==> config.mk <==
export PLATFORM = sky130hd
export DESIGN_NAME = kalv_framer
export DESIGN_NICKNAME = d
export VERILOG_FILES = /design/src/rtl/kalv_pkg.sv /design/src/rtl/kalv_framer.sv
export VERILOG_INCLUDE_DIRS = /design/src /design/src/rtl
export SDC_FILE = /design/constraint.sdc
export NUM_CORES = 1
export LEC_CHECK = 0
export ABC_AREA = 1
export BUFFER_PORTS_ARGS = -buffer_cell sky130_fd_sc_hd__buf_2
export CORE_AREA = 2 2 178 180
export CTS_BUF_LIST = sky130_fd_sc_hd__clkbuf_4
export CTS_CLUSTER_DIAMETER = 60
export CTS_CLUSTER_SIZE = 8
export DETAILED_ROUTE_END_ITERATION = 8
export DIE_AREA = 0 0 180 182
export PLACE_DENSITY = 0.67
export SYNTH_ARGS = -nofsm -noshare
export SYNTH_HDL_FRONTEND = slang
export SYNTH_SLANG_ARGS = --single-unit
==> constraint.sdc <==
create_clock -name core_clk -period 2.5 [get_ports core_clk]
set_clock_uncertainty 0.1 [all_clocks]
set_input_delay 0.125 -clock core_clk [delete_from_list [all_inputs] [get_ports core_clk]]
set_output_delay 0.125 -clock core_clk [all_outputs]
set_load 0.02 [all_outputs]
==> src/rtl/kalv_defs.svh <==
// Field widths, positions, codes and timing constants of the keep-alive message.
// Assumes inclusion by the package and the framer only.
`ifndef KALV_DEFS_SVH
`define KALV_DEFS_SVH
`define KALV_HDR_W 32
`define KALV_ACK_W 16
`define KALV_REC_W 8
`define KALV_HDR_R_POS 31
`define KALV_HDR_RTL_POS 27
`define KALV_HDR_TIME_POS 24
`define KALV_HDR_MINL_POS 18
`define KALV_HDR_SEQ_POS 13
`define KALV_ACK_R_POS 15
`define KALV_ACK_ENC_POS 8
`define KALV_ACK_SNR_POS 4
`define KALV_ACK_POW_POS 0
`define KALV_REP_MAX_EXACT 3'h5
`define KALV_REP_SIX_PLUS 3'h6
`define KALV_REP_EXHAUSTED 3'h7
`define KALV_UNREG_SEC_0 16'h0080
`define KALV_UNREG_SEC_1 16'h0100
`define KALV_UNREG_SEC_2 16'h0200
`define KALV_UNREG_SEC_3 16'h0800
`define KALV_UNREG_SEC_4 16'h1000
`define KALV_UNREG_SEC_5 16'h2000
`define KALV_UNREG_SEC_6 16'h4000
`define KALV_UNREG_SEC_7 16'h8000
`define KALV_TICK_NS 32'd1000000000
`define KALV_CLK_NS 32'd8
`define KALV_TICK_CYCLES (`KALV_TICK_NS / `KALV_CLK_NS)
`endif

==> src/rtl/kalv_pkg.sv <==
// Types shared by the keep-alive field framer.
// Assumes kalv_defs.svh is on the include path.
`include "kalv_defs.svh"
package kalv_pkg;
  typedef struct packed {
    logic req_resp_flag;
    logic [3:0] path_retries_left;
    logic [2:0] unregister_timeout_code;
    logic [5:0] min_record_level;
    logic [2:0] tx_sequence_count;
  } kalv_hdr_s;
  typedef struct packed {
    logic down_record_valid;
    logic [2:0] down_hop_repeats;
    logic up_record_valid;
    logic [2:0] up_hop_repeats;
  } kalv_rec_s;
  typedef struct packed {
    logic [3:0] rx_encoding_report;
    logic [3:0] rx_snr_report;
    logic [3:0] rx_power_report;
  } kalv_rep_s;
  typedef enum logic [0:0] {KALV_DOWN, KALV_UP} kalv_dir_e;
endpackage : kalv_pkg

==> src/rtl/kalv_framer.sv <==
// Keep-alive control message field builder and parser for one node.
// Assumes synchronous inputs on core_clk and a MAC that serialises the words.
//
// Overview of operation
// - Flag one in request/response, zero in acks.
// - Four-bit count of repetitions left on path.
// - Three-bit code selects unregister timeout seconds.
// - Six-bit minimum level for own records.
// - Downlink: level+1 <= min sums into record zero.
// - Uplink: level below min sums into record zero.
// - Sequence count zeroed per hop, bumped per repetition.
// - Downlink valid flag; invalid records discarded.
// - Repeat code 0-5 exact, 6 many, 7 exhausted.
// - Uplink valid flag marks usable record.
// - Base request carries previous uplink repeat counts.
// - Acks report receive SNR and power nibbles.
`include "kalv_defs.svh"
module kalv_framer
  import kalv_pkg::*;
#(
  parameter int NREC = 8,
  parameter int TICK_CYCLES = `KALV_TICK_CYCLES
) (
  input wire logic core_clk,
  input wire logic reset_n,
  input wire logic hop_start,
  input wire logic hop_repeat,
  input wire logic ack_seen,
  input wire kalv_hdr_s tx_hdr_in,
  input wire kalv_rep_s tx_rep_in,
  input wire logic [NREC*`KALV_REC_W-1:0] tx_recs_in,
  input wire logic [5:0] node_level,
  input wire kalv_dir_e merge_dir,
  input wire logic [2:0] own_repeats,
  input wire logic [$clog2(NREC)-1:0] append_index,
  input wire logic merge_go,
  input wire logic base_fill,
  input wire logic [NREC*3-1:0] prev_up_repeats,
  input wire logic timeout_restart,
  input wire logic [`KALV_HDR_W-1:0] rx_hdr_word,
  input wire logic [`KALV_ACK_W-1:0] rx_ack_word,
  input wire logic [NREC*`KALV_REC_W-1:0] rx_recs_word,
  input wire logic rx_load,
  output logic [`KALV_HDR_W-1:0] tx_req_word,
  output logic [`KALV_ACK_W-1:0] tx_ack_word,
  output logic [NREC*`KALV_REC_W-1:0] tx_recs_out,
  output logic merged_into_first,
  output logic [2:0] tx_sequence_count,
  output kalv_hdr_s rx_hdr,
  output kalv_rep_s rx_rep,
  output logic rx_is_ack,
  output logic [NREC-1:0] rx_down_use,
  output logic [NREC-1:0] rx_up_use,
  output logic [NREC*3-1:0] rx_down_repeats,
  output logic [NREC*3-1:0] rx_up_repeats,
  output logic unregistered
);

  ////////////////////////////////////////////////////////////////////////////
  // Sequence counter
  logic [2:0] seq_r;
  logic seq_run_r;
  always_ff @(posedge core_clk or negedge reset_n) begin
    if (!reset_n) begin
      seq_r <= 3'h0;
      seq_run_r <= 1'b0;
    end else if (hop_start) begin
      seq_r <= 3'h0;
      seq_run_r <= 1'b1;
    end else if (ack_seen) begin
      seq_run_r <= 1'b0;
    end else if (hop_repeat && seq_run_r) begin
      seq_r <= seq_r + 3'h1;
    end
  end
  assign tx_sequence_count = seq_r;

  ////////////////////////////////////////////////////////////////////////////
  // Transmit words, MSB first with reserved bits zero
  always_ff @(posedge core_clk or negedge reset_n) begin
    if (!reset_n) begin
      tx_req_word <= '0;
      tx_ack_word <= '0;
    end else begin
      tx_req_word <= '0;
      tx_req_word[`KALV_HDR_R_POS] <= 1'b1;
      tx_req_word[`KALV_HDR_RTL_POS +: 4] <= tx_hdr_in.path_retries_left;
      tx_req_word[`KALV_HDR_TIME_POS +: 3] <= tx_hdr_in.unregister_timeout_code;
      tx_req_word[`KALV_HDR_MINL_POS +: 6] <= tx_hdr_in.min_record_level;
      tx_req_word[`KALV_HDR_SEQ_POS +: 3] <= seq_r;
      tx_ack_word <= '0;
      tx_ack_word[`KALV_ACK_R_POS] <= 1'b0;
      tx_ack_word[`KALV_ACK_ENC_POS +: 4] <= tx_rep_in.rx_encoding_report;
      tx_ack_word[`KALV_ACK_SNR_POS +: 4] <= tx_rep_in.rx_snr_report;
      tx_ack_word[`KALV_ACK_POW_POS +: 4] <= tx_rep_in.rx_power_report;
    end
  end

  ////////////////////////////////////////////////////////////////////////////
  // Record merge: sum into record zero or append own record
  logic merge_first;
  always_comb begin
    if (merge_dir == KALV_DOWN) begin
      merge_first = ({1'b0, node_level} + 7'h01) <= {1'b0, tx_hdr_in.min_record_level};
    end else begin
      merge_first = node_level < tx_hdr_in.min_record_level;
    end
  end

  // Saturating sum: an exhausted hop stays 7, otherwise the sum caps at 6
  function automatic logic [2:0] kalv_sum(input logic [2:0] a, input logic [2:0] b);
    logic [3:0] s;
    s = {1'b0, a} + {1'b0, b};
    if (a == `KALV_REP_EXHAUSTED || b == `KALV_REP_EXHAUSTED) begin
      kalv_sum = `KALV_REP_EXHAUSTED;
    end else if (s > {1'b0, `KALV_REP_MAX_EXACT}) begin
      kalv_sum = `KALV_REP_SIX_PLUS;
    end else begin
      kalv_sum = s[2:0];
    end
  endfunction : kalv_sum

  genvar gi;
  generate
    for (gi = 0; gi < NREC; gi++) begin : g_rec
      kalv_rec_s rin;
      kalv_rec_s rcv;
      assign rin = tx_recs_in[gi*`KALV_REC_W +: `KALV_REC_W];
      assign rcv = rx_recs_word[gi*`KALV_REC_W +: `KALV_REC_W];
      always_ff @(posedge core_clk or negedge reset_n) begin
        if (!reset_n) begin
          tx_recs_out[gi*`KALV_REC_W +: `KALV_REC_W] <= '0;
        end else if (base_fill) begin
          tx_recs_out[gi*`KALV_REC_W +: `KALV_REC_W] <= {rin.down_record_valid,
            rin.down_hop_repeats, 1'b1, prev_up_repeats[gi*3 +: 3]};
        end else if (merge_go && merge_first && gi == 0) begin
          if (merge_dir == KALV_DOWN) begin
            tx_recs_out[gi*`KALV_REC_W +: `KALV_REC_W] <= {1'b1,
              kalv_sum(rin.down_hop_repeats, own_repeats), rin.up_record_valid,
              rin.up_hop_repeats};
          end else begin
            tx_recs_out[gi*`KALV_REC_W +: `KALV_REC_W] <= {rin.down_record_valid,
              rin.down_hop_repeats, 1'b1, kalv_sum(rin.up_hop_repeats, own_repeats)};
          end
        end else if (merge_go && !merge_first && gi == int'(append_index)) begin
          if (merge_dir == KALV_DOWN) begin
            tx_recs_out[gi*`KALV_REC_W +: `KALV_REC_W] <= {1'b1, own_repeats,
              rin.up_record_valid, rin.up_hop_repeats};
          end else begin
            tx_recs_out[gi*`KALV_REC_W +: `KALV_REC_W] <= {rin.down_record_valid,
              rin.down_hop_repeats, 1'b1, own_repeats};
          end
        end else if (merge_go) begin
          tx_recs_out[gi*`KALV_REC_W +: `KALV_REC_W] <= rin;
        end
      end
      // Receive side: repeats of a record whose flag is clear read as zero
      always_ff @(posedge core_clk or negedge reset_n) begin
        if (!reset_n) begin
          rx_down_use[gi] <= 1'b0;
          rx_up_use[gi] <= 1'b0;
          rx_down_repeats[gi*3 +: 3] <= 3'h0;
          rx_up_repeats[gi*3 +: 3] <= 3'h0;
        end else if (rx_load) begin
          rx_down_use[gi] <= rcv.down_record_valid;
          rx_up_use[gi] <= rcv.up_record_valid;
          rx_down_repeats[gi*3 +: 3] <= rcv.down_record_valid ? rcv.down_hop_repeats : 3'h0;
          rx_up_repeats[gi*3 +: 3] <= rcv.up_record_valid ? rcv.up_hop_repeats : 3'h0;
        end
      end
    end
  endgenerate

  always_ff @(posedge core_clk or negedge reset_n) begin
    if (!reset_n) begin
      merged_into_first <= 1'b0;
    end else if (merge_go) begin
      merged_into_first <= merge_first;
    end
  end

  ////////////////////////////////////////////////////////////////////////////
  // Receive header parse; reserved bits are never looked at
  always_ff @(posedge core_clk or negedge reset_n) begin
    if (!reset_n) begin
      rx_hdr <= '0;
      rx_rep <= '0;
      rx_is_ack <= 1'b0;
    end else if (rx_load) begin
      rx_hdr.req_resp_flag <= rx_hdr_word[`KALV_HDR_R_POS];
      rx_hdr.path_retries_left <= rx_hdr_word[`KALV_HDR_RTL_POS +: 4];
      rx_hdr.unregister_timeout_code <= rx_hdr_word[`KALV_HDR_TIME_POS +: 3];
      rx_hdr.min_record_level <= rx_hdr_word[`KALV_HDR_MINL_POS +: 6];
      rx_hdr.tx_sequence_count <= rx_hdr_word[`KALV_HDR_SEQ_POS +: 3];
      rx_is_ack <= !rx_ack_word[`KALV_ACK_R_POS];
      rx_rep.rx_encoding_report <= rx_ack_word[`KALV_ACK_ENC_POS +: 4];
      rx_rep.rx_snr_report <= rx_ack_word[`KALV_ACK_SNR_POS +: 4];
      rx_rep.rx_power_report <= rx_ack_word[`KALV_ACK_POW_POS +: 4];
    end
  end

  ////////////////////////////////////////////////////////////////////////////
  // Unregister timer; seconds come from counting TICK_CYCLES core_clk cycles
  logic [31:0] tick_cnt_r;
  logic [15:0] sec_cnt_r;
  logic [15:0] limit_sec;
  always_comb begin
    unique case (tx_hdr_in.unregister_timeout_code)
      3'h0: limit_sec = `KALV_UNREG_SEC_0;
      3'h1: limit_sec = `KALV_UNREG_SEC_1;
      3'h2: limit_sec = `KALV_UNREG_SEC_2;
      3'h3: limit_sec = `KALV_UNREG_SEC_3;
      3'h4: limit_sec = `KALV_UNREG_SEC_4;
      3'h5: limit_sec = `KALV_UNREG_SEC_5;
      3'h6: limit_sec = `KALV_UNREG_SEC_6;
      3'h7: limit_sec = `KALV_UNREG_SEC_7;
    endcase
  end
  always_ff @(posedge core_clk or negedge reset_n) begin
    if (!reset_n) begin
      tick_cnt_r <= 32'h0;
      sec_cnt_r <= 16'h0;
      unregistered <= 1'b0;
    end else if (timeout_restart) begin
      tick_cnt_r <= 32'h0;
      sec_cnt_r <= 16'h0;
      unregistered <= 1'b0;
    end else if (!unregistered) begin
      if (tick_cnt_r == 32'(TICK_CYCLES - 1)) begin
        tick_cnt_r <= 32'h0;
        sec_cnt_r <= sec_cnt_r + 16'h1;
        // At-or-above so a code lowered mid-count still expires promptly
        if (sec_cnt_r + 16'h1 >= limit_sec) begin
          unregistered <= 1'b1;
        end
      end else begin
        tick_cnt_r <= tick_cnt_r + 32'h1;
      end
    end
  end

endmodule : kalv_framer

==> out/metrics.cfg, run 1 <==
[critical_path]
slowest_delay_ns = 0.56
critical_path.top_delay_family = buffers and inverters
critPathMostFrequentCell = nand2_1
timing.critical_path.fanout_max = 10
critical_path.startpoint = node_level[0]
buf_inv_stages_crit_path = 5
cpMaxStageDelayCell = dlygate4sd3_1
r2r_setup_slack_ns = 0.18
critical_path.cell_chain = buf_2, ha_1, nand3_2, xnor2_1, ha_1, nand2_1, nor2_2, nand2_1, nor2_2, nor2_4, nand2_4, buf_4, a21oi_4, buf_12, clkbuf_16, nand3_1, nand3_1, nand2_1, dlygate4sd3_1, nand2_1
setup.worst_path.start_class = primary input
source_of_the_worst_register_to_register_timing_path = sec_cnt_r[2]
cp.required_ns = 2.97
setup.worst_path.class = primary input to flop
critical_path.endpoint_type = flop
worst-endpoint-arrival_ns = 3.00

[logic_synthesis]
synth_ff_type = dfrtp_1
gate_count_after_technology_mapping = 1522
fraction_of_synthesis_flops_using_an_asynchronous_set_or_reset_pin = 1.00
share_of_synthesized_area_occupied_by_flip_flops_and_latches = 0.495
netlist_top_cells_area = dfrtp_1 (50%), nand2_1 (16%), nand3_1 (6.6%), nor2_1 (4.0%), inv_1 (3.2%)
yosysUniqueCellTypes = 49
post_synth_edffs = 0
yosys_warnings = 0
synth_top_cell_by_area = dfrtp_1
yosys.cell_count.top_type = nand2_1
proportion_of_netlist_area_held_by_the_largest_area_contributor = 0.495
synthTopCellsByCount = nand2_1 (518), dfrtp_1 (241), nand3_1 (160)
synth_area_per_cell_um2 = 8.00
syn_area_um2 = 12200
synth-seq-cells = 241

[timing]
finalHoldWorstSlack_ns = 0.0610
timing.final.setup_violations = 6
worst_slack_ns = -0.0303
hold_viol_final = 0
maxSlewHeadroom = 0.376
final_period_minus_worst_setup_slack_ns = 2.53
fin_tns_setup_ns = -0.0827
fmax_mhz = 395
max_slew.worst_pin.slew_ns = 0.937
final-max-slew-violation-count = 0
fin_crit_sh = 1.01

[global_route]
number_of_global_route_vias_before_repair = 14377
antenna_found_initial = 6
gr-total-overflow = 0
grt_start_max_net_pins = 94
globalRouteTotalUtil = 0.279
grt_first_pass_wirelength_um = 74500

[routing]
viasPerCell = 5.14
drt.antenna.violating_nets = 0
detail_route.wirelength_um = 47900
drt_first_iter_violations = 925
remaining_drc_errors = 0
detailroute.via_count = 14182
wire_per_inst_um = 17.4
firstDrtPassIters = 6

[placement]
detailed_place.area_um2 = 15000
port_buffers = 420
place_congestion = 0.900
dp_worst_setup_slack_ns = 0.0357
place.detailed.hpwl_um = 29600

[clock_tree]
tritoncts = done
cts_root_buf = clkbuf_4
clock_input_transition_at_the_sequential_cells_of_the_worst_setup_and_hold_paths_ns = 0.10
worstSkewPairLatency_ns = 0.67
cts_max_path_buffers = 3
clkSinkCount = 241
cts.htree.levels = 2
cts-buffers-inserted = 38

[floorplanning]
chip_width_um = 180
start_util = 0.393
dieHeight_um = 182
core_area_um2 = 31000
ioPinCount = 462
floorplan.rows = 65
dieArea_um2 = 32800

[pwr]
max-vdd-ir-drop_v = 0.000318
leakage_nw = 9.92
power.density_nw_per_um2 = 483

[layout]
syn2layout_area_growth_pct = 58.4
share_of_cells_above_drive_strength_1 = 0.256
stdcell_area_um2 = 19300
final_net_count = 2625

[run_status]
run_status = finished, violations left
failed_checks = setup timing

[job]
maxCapViolCount = 0

[worst_hold_path]
classification_of_the_worst_slack_hold_path = primary input to flop
worstHoldStart = tx_rep_in[3]

-- layout make-up --
cell class / count / area, um2
inverters: 110 / 413
well taps: 402 / 503
clock inverters: 8 / 118
multi-input cells: 1112 / 5550
fillers: 2464 / 11700
flip-flops and latches: 241 / 6030
diodes: 4 / 10.0
clock buffers: 41 / 308
repair buffers: 839 / 6350
-- logic make-up after synthesis --
| logic type | synth area share |
|---|---|
| AO/OA/AOI/OAI | 0.0597 |
| XOR/XNOR | 0.0165 |
| adder cells (fa/ha/maj) | 0.0341 |
| buffers and inverters | 0.0678 |
| flip-flops | 0.495 |
| multiplexers | 0.000822 |
| other | 0.000617 |
| AND/OR/NAND/NOR | 0.325 |
-- layer usage --
metal  GRT usage  wire length (um)
met3      0.0572              3560
met5           0                12
met2       0.485             23200
met4       0.143              2610
met1       0.327             18400
-- cell usage in the layout, fill, tap and decap left out, drive strengths merged, types with 3 or more instances in the layout --
| cell | count |
|---|---|
| nor3b | 3 |
| a22oi | 4 |
| nor3 | 33 |
| dlygate4sd3 | 347 |
| o22ai | 9 |
| clkinv | 7 |
| a21oi | 40 |
| a31oi | 4 |
| xnor2 | 4 |
| nor4 | 9 |
| o211ai | 15 |
| ha | 30 |
| clkbuf | 44 |
| nand3 | 164 |
| inv | 108 |
| bufinv | 3 |
| nand2 | 524 |
| nand4 | 36 |
| dlymetal6s4s | 5 |
| buf | 484 |
| dfrtp | 241 |
| o21ai | 42 |
| conb | 20 |
| nor2 | 136 |
| xor2 | 19 |
| or2 | 5 |
| diode | 4 |
-- timing repair --
action                                  in CTS  in global routing
buffers inserted                             0                 13
resized for setup                            0                 38
hold endpoints to repair                   443                  1
endpoints found under the setup margin       0                 52
hold buffers                               357                  1
-- sequential cells by signal, summed over array words and instances, names as in the netlist, 8 cells and up --
| name | cells |
|---|---|
| rx_up_use | 8 |
| tick_cnt_r | 32 |
| tx_recs_out | 64 |
| rx_down_repeats | 24 |
| tx_req_word | 17 |
| rx_rep | 12 |
| sec_cnt_r | 16 |
| tx_ack_word | 12 |
| rx_down_use | 8 |
| rx_hdr | 17 |
| rx_up_repeats | 24 |
-- worst reg2reg max path: stages (launching register included) --
cell and delay, ns:
dfrtp_1 0.42, nand3_1 0.14, inv_1 0.10, buf_4 0.13, nand2_1 0.12, nor2_2 0.13
xor2_1 0.22, ha_1 0.29, nand2_1 0.08, nor2_1 0.04, a211oi_1 0.20, nand4_1 0.15
nand2_1 0.08, nand2_1 0.04
-- power by group --
part           switching, mW  internal [mW]
clock network           1.49           1.09
logic                   1.35           1.06
registers              0.170           4.16
total                   3.00           6.31
-- through the flow --
step | utilization | std cells | total power, mW
after floorplan | - | 1540 | 5.36
after global placement | 0.483 | 2341 | 6.15
after detailed placement | 0.483 | 2341 | 6.18
after CTS | 0.613 | 2747 | 9.24
after global routing | 0.623 | 2757 | 9.77
final | 0.623 | 2757 | 9.32
-- worst paths after layout --
| path | to | depth (start not counted) |
|---|---|---|
| worst max-delay path | tx_recs_out[40] | 20 |
| worst min-delay path | tx_ack_word[3] | 2 |
| worst max register to register | unregistered | 13 |
| worst min register to register | tx_req_word[15] | 0 |
| max in group asynchronous | rx_up_use[5] | 4 |
| min in group asynchronous | tx_req_word[25] | 4 |
No activity file was read; power rests on OpenSTA's default activity.
==> run 2: changes to the inputs <==
--- a/config.mk
+++ b/config.mk
@@ -8,12 +8,12 @@
 export LEC_CHECK = 0
 export ABC_AREA = 1
 export BUFFER_PORTS_ARGS = -buffer_cell sky130_fd_sc_hd__buf_2
-export CORE_AREA = 2 2 178 180
+export CORE_AREA = 2 2 177 179
 export CTS_BUF_LIST = sky130_fd_sc_hd__clkbuf_4
 export CTS_CLUSTER_DIAMETER = 60
 export CTS_CLUSTER_SIZE = 8
 export DETAILED_ROUTE_END_ITERATION = 8
-export DIE_AREA = 0 0 180 182
+export DIE_AREA = 0 0 179 181
 export PLACE_DENSITY = 0.67
 export SYNTH_ARGS = -nofsm -noshare
 export SYNTH_HDL_FRONTEND = slang
==> run 2 against run 1 <==
Highest routed layer is now met4; the flow now finishes without violations; clock power decreased by 5%; worst hold slack hardly changed; cell count is 2.9% higher.
==> out/metrics.cfg, run 2 (synthesized netlist as in run 1, its figures left out) <==
[pwr]
net_switching_fraction_of_the_power = 0.330
internal_power_mw = 6.22
power.share.clock = 0.262
power.density_nw_per_um2 = 466
max-vdd-ir-drop_v = 0.000299
share_comb_of_total_power = 0.270
switching_power_mw = 3.06
seqPwrFrac = 0.468
leakage_nw = 10.2

[layout]
syn2layout_area_growth_pct = 63.7
layout.core_utilization = 0.657
largest-register = tx_recs_out
share_of_cells_above_drive_strength_1 = 0.242
largest_registers = tx_recs_out: 64 flops, tick_cnt_r: 32 flops
ff_latch_area_um2 = 6030
layout_commonest_cell = nand2_1
multi_input_combinational_cell_area_um2 = 5530
mostFrequentLayoutCells = nand2_1 (515), dlygate4sd3_1 (437), buf_2 (419)
stdcell_area_um2 = 19900
number_of_flip_flops_under_the_largest_register_name = 64
n_fill_cell = 2248
final_net_count = 2708

[timing]
max_slew.worst_pin.slew_ns = 0.798
final-max-slew-violation-count = 0
hold_viol_final = 0
timing.final.setup_violations = 0
final_period_minus_worst_setup_slack_ns = 2.44
maxSlewHeadroom = 0.467
fmax_mhz = 410
fin_tns_setup_ns = 0
fin_crit_sh = 0.977
rsz0062_at_grt = yes

[floorplanning]
core_area_um2 = 30300
dieArea_um2 = 32400
floorplan.rows = 64
chip_width_um = 179
ioPinCount = 462
start_util = 0.401
dieHeight_um = 181

[clock_tree]
worstSkewPairLatency_ns = 0.67
tritoncts = done
clkSinkCount = 241
cts-buffers-inserted = 39
cts_max_path_buffers = 3
cts.htree.levels = 2
cts_root_buf = clkbuf_4
clock_input_transition_at_the_sequential_cells_of_the_worst_setup_and_hold_paths_ns = 0.10

[global_route]
gr-usage-met1 = 0.348
grt_start_max_net_pins = 96
antenna_found_initial = 5
gr-total-overflow = 0
gr-usage-met3 = 0.0859
grt_first_pass_wirelength_um = 78900
number_of_global_route_vias_before_repair = 15118
gr-usage-met2 = 0.518
grt_most_used_layer = met2
globalRouteTotalUtil = 0.306

[routing]
detail_route.wirelength_um = 49900
detailroute.via_count = 14666
wire_per_inst_um = 17.6
firstDrtPassIters = 5
drt.antenna.violating_nets = 0
drt_first_iter_violations = 1080
remaining_drc_errors = 0
viasPerCell = 5.17

[placement]
detailed_place.area_um2 = 14900
port_buffers = 420
place.detailed.hpwl_um = 29500
place_congestion = 0.917

[critical_path]
reg2regPathDepth = 12
r2r_setup_slack_ns = 0.12
cp.required_ns = 2.91
source_of_the_worst_register_to_register_timing_path = sec_cnt_r[10]
worst-endpoint-arrival_ns = 2.85
regToRegEndpoint = unregistered
critical_path.endpoint_type = flop
setup.worst_path.start_class = primary input
setup.worst_path.class = primary input to flop
timing.critical_path.fanout_max = 5

[job]
maxCapViolCount = 0

[worst_hold_path]
worstHoldStart = tx_hdr_in[4]
classification_of_the_worst_slack_hold_path = primary input to flop
worst_hold_path.num_cells = 2
endpoint_of_the_worst_hold_path = tx_req_word[19]

[run_status]
run_status = complete, no violations

run 2: cell count changes in the layout (fill, tap and decap cells not counted), moves of 4 or more:
cell,delta
nand4_2,-4
nand4_4,+4
dlymetal6s4s_1,-5
dlygate4sd3_1,+90
ha_1,+5
buf_2,+6
ha_4,-5
run 2: worst max path at each step:
| stage | slack, ns | start | end |
|---|---|---|---|
| after CTS | 0.02 | tx_hdr_in[8] | tx_recs_out[61] |
| after global placement | -0.14 | node_level[0] | tx_recs_out[13] |
| final | 0.06 | tx_hdr_in[8] | tx_recs_out[4] |
| after detailed placement | -0.21 | node_level[1] | tx_recs_out[12] |
| after floorplan | 0.27 | sec_cnt_r[0] | unregistered |
| after global routing | -0.04 | tx_hdr_in[8] | tx_recs_out[4] |
run 2: what timing repair did:
action / CTS / global route
pin swaps: 0 / 12
resized for setup: 1 / 26
endpoints found under the hold margin: 447 / 0
buffers inserted: 0 / 7
hold buffers: 437 / 0
setup endpoints to repair: 1 / 10
run 2: layout make-up:
class	instances	share of cell area
inverters	110	0.0207
clock buffers	43	0.0162
diodes	5	0.000628
repair buffers	921	0.354
multi-input cells	1112	0.277
clock inverters	10	0.00396
well taps	396	0.0249
flip-flops and latches	241	0.303
run 2: metal layers:
layer | up-vias | routed length [um]
li1 | 6719 | -
met1 | 6901 | 18500
met5 | - | 0
met4 | 0 | 2830
met2 | 825 | 24100
met3 | 221 | 4460
run 2: power groups by stage:
stage / Sequential [mW] / Combinational [mW] / Clock [mW]
after floorplan: 4.69 / 0.666 / 0
after global placement: 4.38 / 1.76 / 0
after CTS: 4.31 / 2.38 / 2.47
after global routing: 4.37 / 2.70 / 2.67
final: 4.34 / 2.51 / 2.43
after detailed placement: 4.39 / 1.79 / 0
run 2: worst max-delay path: stages:
cell and delay [ns]:
dlygate4sd3_1 0.53, buf_2 0.13, inv_1 0.08, ha_1 0.24, buf_4 0.13, nand2_1 0.05
nand2_1 0.05, nor2_1 0.10, nand2_1 0.09, nand2_4 0.11, nand2_4 0.09, buf_4 0.14
buf_4 0.14, nand4_1 0.07, nand3_1 0.07, nand3_1 0.07, nand2_1 0.06, dlygate4sd3_1 0.56
run 2: per-stage QoR:
stage	cells	power [mW]	hold WS, ns	setup WS [ns]
floorplan	1540	5.36	-0.271	0.268
global placement	2336	6.14	0.0518	-0.137
detailed placement	2336	6.17	0.0529	-0.208
CTS	2826	9.16	0.00782	0.0236
global route	2837	9.74	0.0193	-0.0386
finish	2838	9.28	0.0605	0.0586
==> run 3: changes to the inputs <==
--- a/config.mk
+++ b/config.mk
@@ -6,15 +6,13 @@
 export SDC_FILE = /design/constraint.sdc
 export NUM_CORES = 1
 export LEC_CHECK = 0
-export ABC_AREA = 1
 export BUFFER_PORTS_ARGS = -buffer_cell sky130_fd_sc_hd__buf_2
-export CORE_AREA = 2 2 177 179
+export CORE_AREA = 2 2 179 181
 export CTS_BUF_LIST = sky130_fd_sc_hd__clkbuf_4
 export CTS_CLUSTER_DIAMETER = 60
 export CTS_CLUSTER_SIZE = 8
 export DETAILED_ROUTE_END_ITERATION = 8
-export DIE_AREA = 0 0 179 181
-export PLACE_DENSITY = 0.67
+export DIE_AREA = 0 0 181 183
 export SYNTH_ARGS = -nofsm -noshare
 export SYNTH_HDL_FRONTEND = slang
 export SYNTH_SLANG_ARGS = --single-unit
==> run 3 against run 2 <==
The flow now finishes with violations (setup timing); die area rose by 2.2%; via count fell by 18%; clock power fell by 4%; global-route usage fell by 5.9 points; cell count fell by 16%; sequential share of layout area rose by 2.0 points; flip-flop and latch count did not move.
==> out/metrics.cfg, run 3 <==
[run_status]
run_status = finished, violations left
failed_checks = setup timing

[routing]
remaining_drc_errors = 0
viasPerCell = 5.03
detail_route.wirelength_um = 41700
wire_per_inst_um = 17.5
drt_first_iter_violations = 628
detailroute.via_count = 11956
firstDrtPassIters = 5
drt.antenna.violating_nets = 0

[layout]
n_fill_cell = 2543
final_cell_count_no_fill = 2376
stdcell_area_um2 = 18700
final_net_count = 2247
layout.core_utilization = 0.598
mostFrequentLayoutCells = buf_2 (418), dlygate4sd3_1 (337), dfrtp_1 (241)
share_of_cells_above_drive_strength_1 = 0.330
syn2layout_area_growth_pct = 62.2
number_of_flip_flops_under_the_largest_register_name = 64
layout_commonest_cell = buf_2
largest-register = tx_recs_out
largest_registers = tx_recs_out: 64 flops, tick_cnt_r: 32 flops

[logic_synthesis]
share_of_synthesized_area_occupied_by_flip_flops_and_latches = 0.524
synth_area_per_cell_um2 = 10.3
fraction_of_synthesis_flops_using_an_asynchronous_set_or_reset_pin = 1.00
synth_top_cell_by_area = dfrtp_1
proportion_of_netlist_area_held_by_the_largest_area_contributor = 0.524
yosys_warnings = 0
netlist_top_cells_area = dfrtp_1 (52%), mux2_2 (4.7%), o21ai_0 (4.1%), nand3_1 (3.9%), mux2i_1 (3.7%)
synth_ff_type = dfrtp_1
yosysUniqueCellTypes = 63
synth-seq-cells = 241
synthTopCellsByCount = dfrtp_1 (241), o21ai_0 (94), nand3_1 (90)
gate_count_after_technology_mapping = 1118
syn_area_um2 = 11500
post_synth_edffs = 0
yosys.cell_count.top_type = dfrtp_1

[placement]
place.detailed.hpwl_um = 26100
port_buffers = 420
post-place-cells = 1981
place_congestion = 0.873
dp_worst_setup_slack_ns = -0.339
detailed_place.area_um2 = 14700

[timing]
max_slew.worst_pin.slew_ns = 0.813
rsz0062_at_grt = yes
final_period_minus_worst_setup_slack_ns = 2.55
finalHoldWorstSlack_ns = 0.0703
hold_viol_final = 0
maxSlewHeadroom = 0.454
fmax_mhz = 391
timing.final.setup_violations = 10
fin_crit_sh = 1.02
fin_tns_setup_ns = -0.278
final-max-slew-violation-count = 0
worst_slack_ns = -0.0549

[floorplanning]
ioPinCount = 462
floorplan.rows = 65
start_util = 0.369
core_area_um2 = 31200
chip_width_um = 181
dieArea_um2 = 33100
dieHeight_um = 183

[global_route]
gr-total-overflow = 0
grt_start_max_net_pins = 61
antenna_found_initial = 2
grt_first_pass_wirelength_um = 66000
globalRouteTotalUtil = 0.247
number_of_global_route_vias_before_repair = 12489

[pwr]
power.density_nw_per_um2 = 473
max-vdd-ir-drop_v = 0.000361
power_mw = 8.82
leakage_nw = 8.91

[critical_path]
timing.critical_path.fanout_max = 6
cp.required_ns = 2.90
critical_path.endpoint_type = flop
setup.worst_path.start_class = flop
setup.worst_path.class = flop to flop
worst-endpoint-arrival_ns = 2.96
reg2regPathDepth = 8

[worst_hold_path]
worst_hold_path.num_cells = 2
classification_of_the_worst_slack_hold_path = primary input to flop

[clock_tree]
cts-buffers-inserted = 37
worstSkewPairLatency_ns = 0.64
tritoncts = done
cts.htree.levels = 2
clkSinkCount = 241
cts_root_buf = clkbuf_4
cts_max_path_buffers = 3
clock_input_transition_at_the_sequential_cells_of_the_worst_setup_and_hold_paths_ns = 0.10

[job]
maxCapViolCount = 0

-- run 3: cell types whose count changed in the layout (fill, tap and decap cells not counted), sizes merged, moves of 20 or more --
cell and change:
buf +41, dlygate4sd3 -100, inv -35, mux2 +48, mux2i +42, nand2 -455, nand3 -74, nor2 -52
nor3 -20, o21ai +53
-- run 3: area by class of cell --
class	count	area, um2	share of cell area
clock inverters	4	45.0	0.00241
diodes	2	5.00	0.000268
clock buffers	43	323	0.0173
repair buffers	862	6410	0.343
flip-flops and latches	241	6030	0.323
inverters	74	278	0.0149
multi-input cells	748	5070	0.272
well taps	402	503	0.0269
-- run 3: worst max-delay path, stage by stage, from the launching register on --
cell and delay, ns:
dfrtp_1 0.42, or4_1 0.48, or4_4 0.55, nor4_4 0.30
buf_6 0.16, buf_12 0.11, nor2b_4 0.13, xnor2_1 0.11
nor2_1 0.06
-- run 3: where the power goes --
group	switching, mW	internal [mW]
combinational	1.17	1.01
clock	1.43	0.901
sequential	0.155	4.16
-- run 3: metal layers --
layer,GRT usage,wire length [um]
met1,0.284,16000
met4,0.103,1640
met2,0.443,20900
met5,0,0
met3,0.0568,3150
-- run 3: final timing paths --
path	startpoint	endpoint	slack (ns)
hold / removal	tx_rep_in[0]	tx_ack_word[0]	0.07
setup / recovery	tick_cnt_r[23]	sec_cnt_r[7]	-0.05
max in group asynchronous	reset_n	tick_cnt_r[11]	1.32
min in group asynchronous	reset_n	tick_cnt_r[6]	0.62
setup reg to reg	tick_cnt_r[23]	sec_cnt_r[7]	-0.05
hold reg to reg	tx_sequence_count[1]	tx_req_word[14]	0.33
-- run 3: logic make-up (layout without fill, tap and decap cells) --
group,Yosys count,in the layout,share of synthesized area
buffers and inverters,147,983,0.0566
AND/OR/NAND/NOR,349,349,0.151
adder cells (fa/ha/maj),32,32,0.0361
XOR/XNOR,56,56,0.0426
flip-flops,241,241,0.524
AO/OA/AOI/OAI,200,200,0.104
other,2,22,0.000652
multiplexers,91,91,0.0843
-- run 3: repair_timing --
action / 4_1_cts / 5_1_grt
hold endpoints to repair: 446 / 0
endpoints found under the setup margin: 1 / 11
cloned: 0 / 0
setup buffers: 0 / 8
gates resized for setup: 3 / 29
hold buffers: 338 / 0
pin swaps: 4 / 24
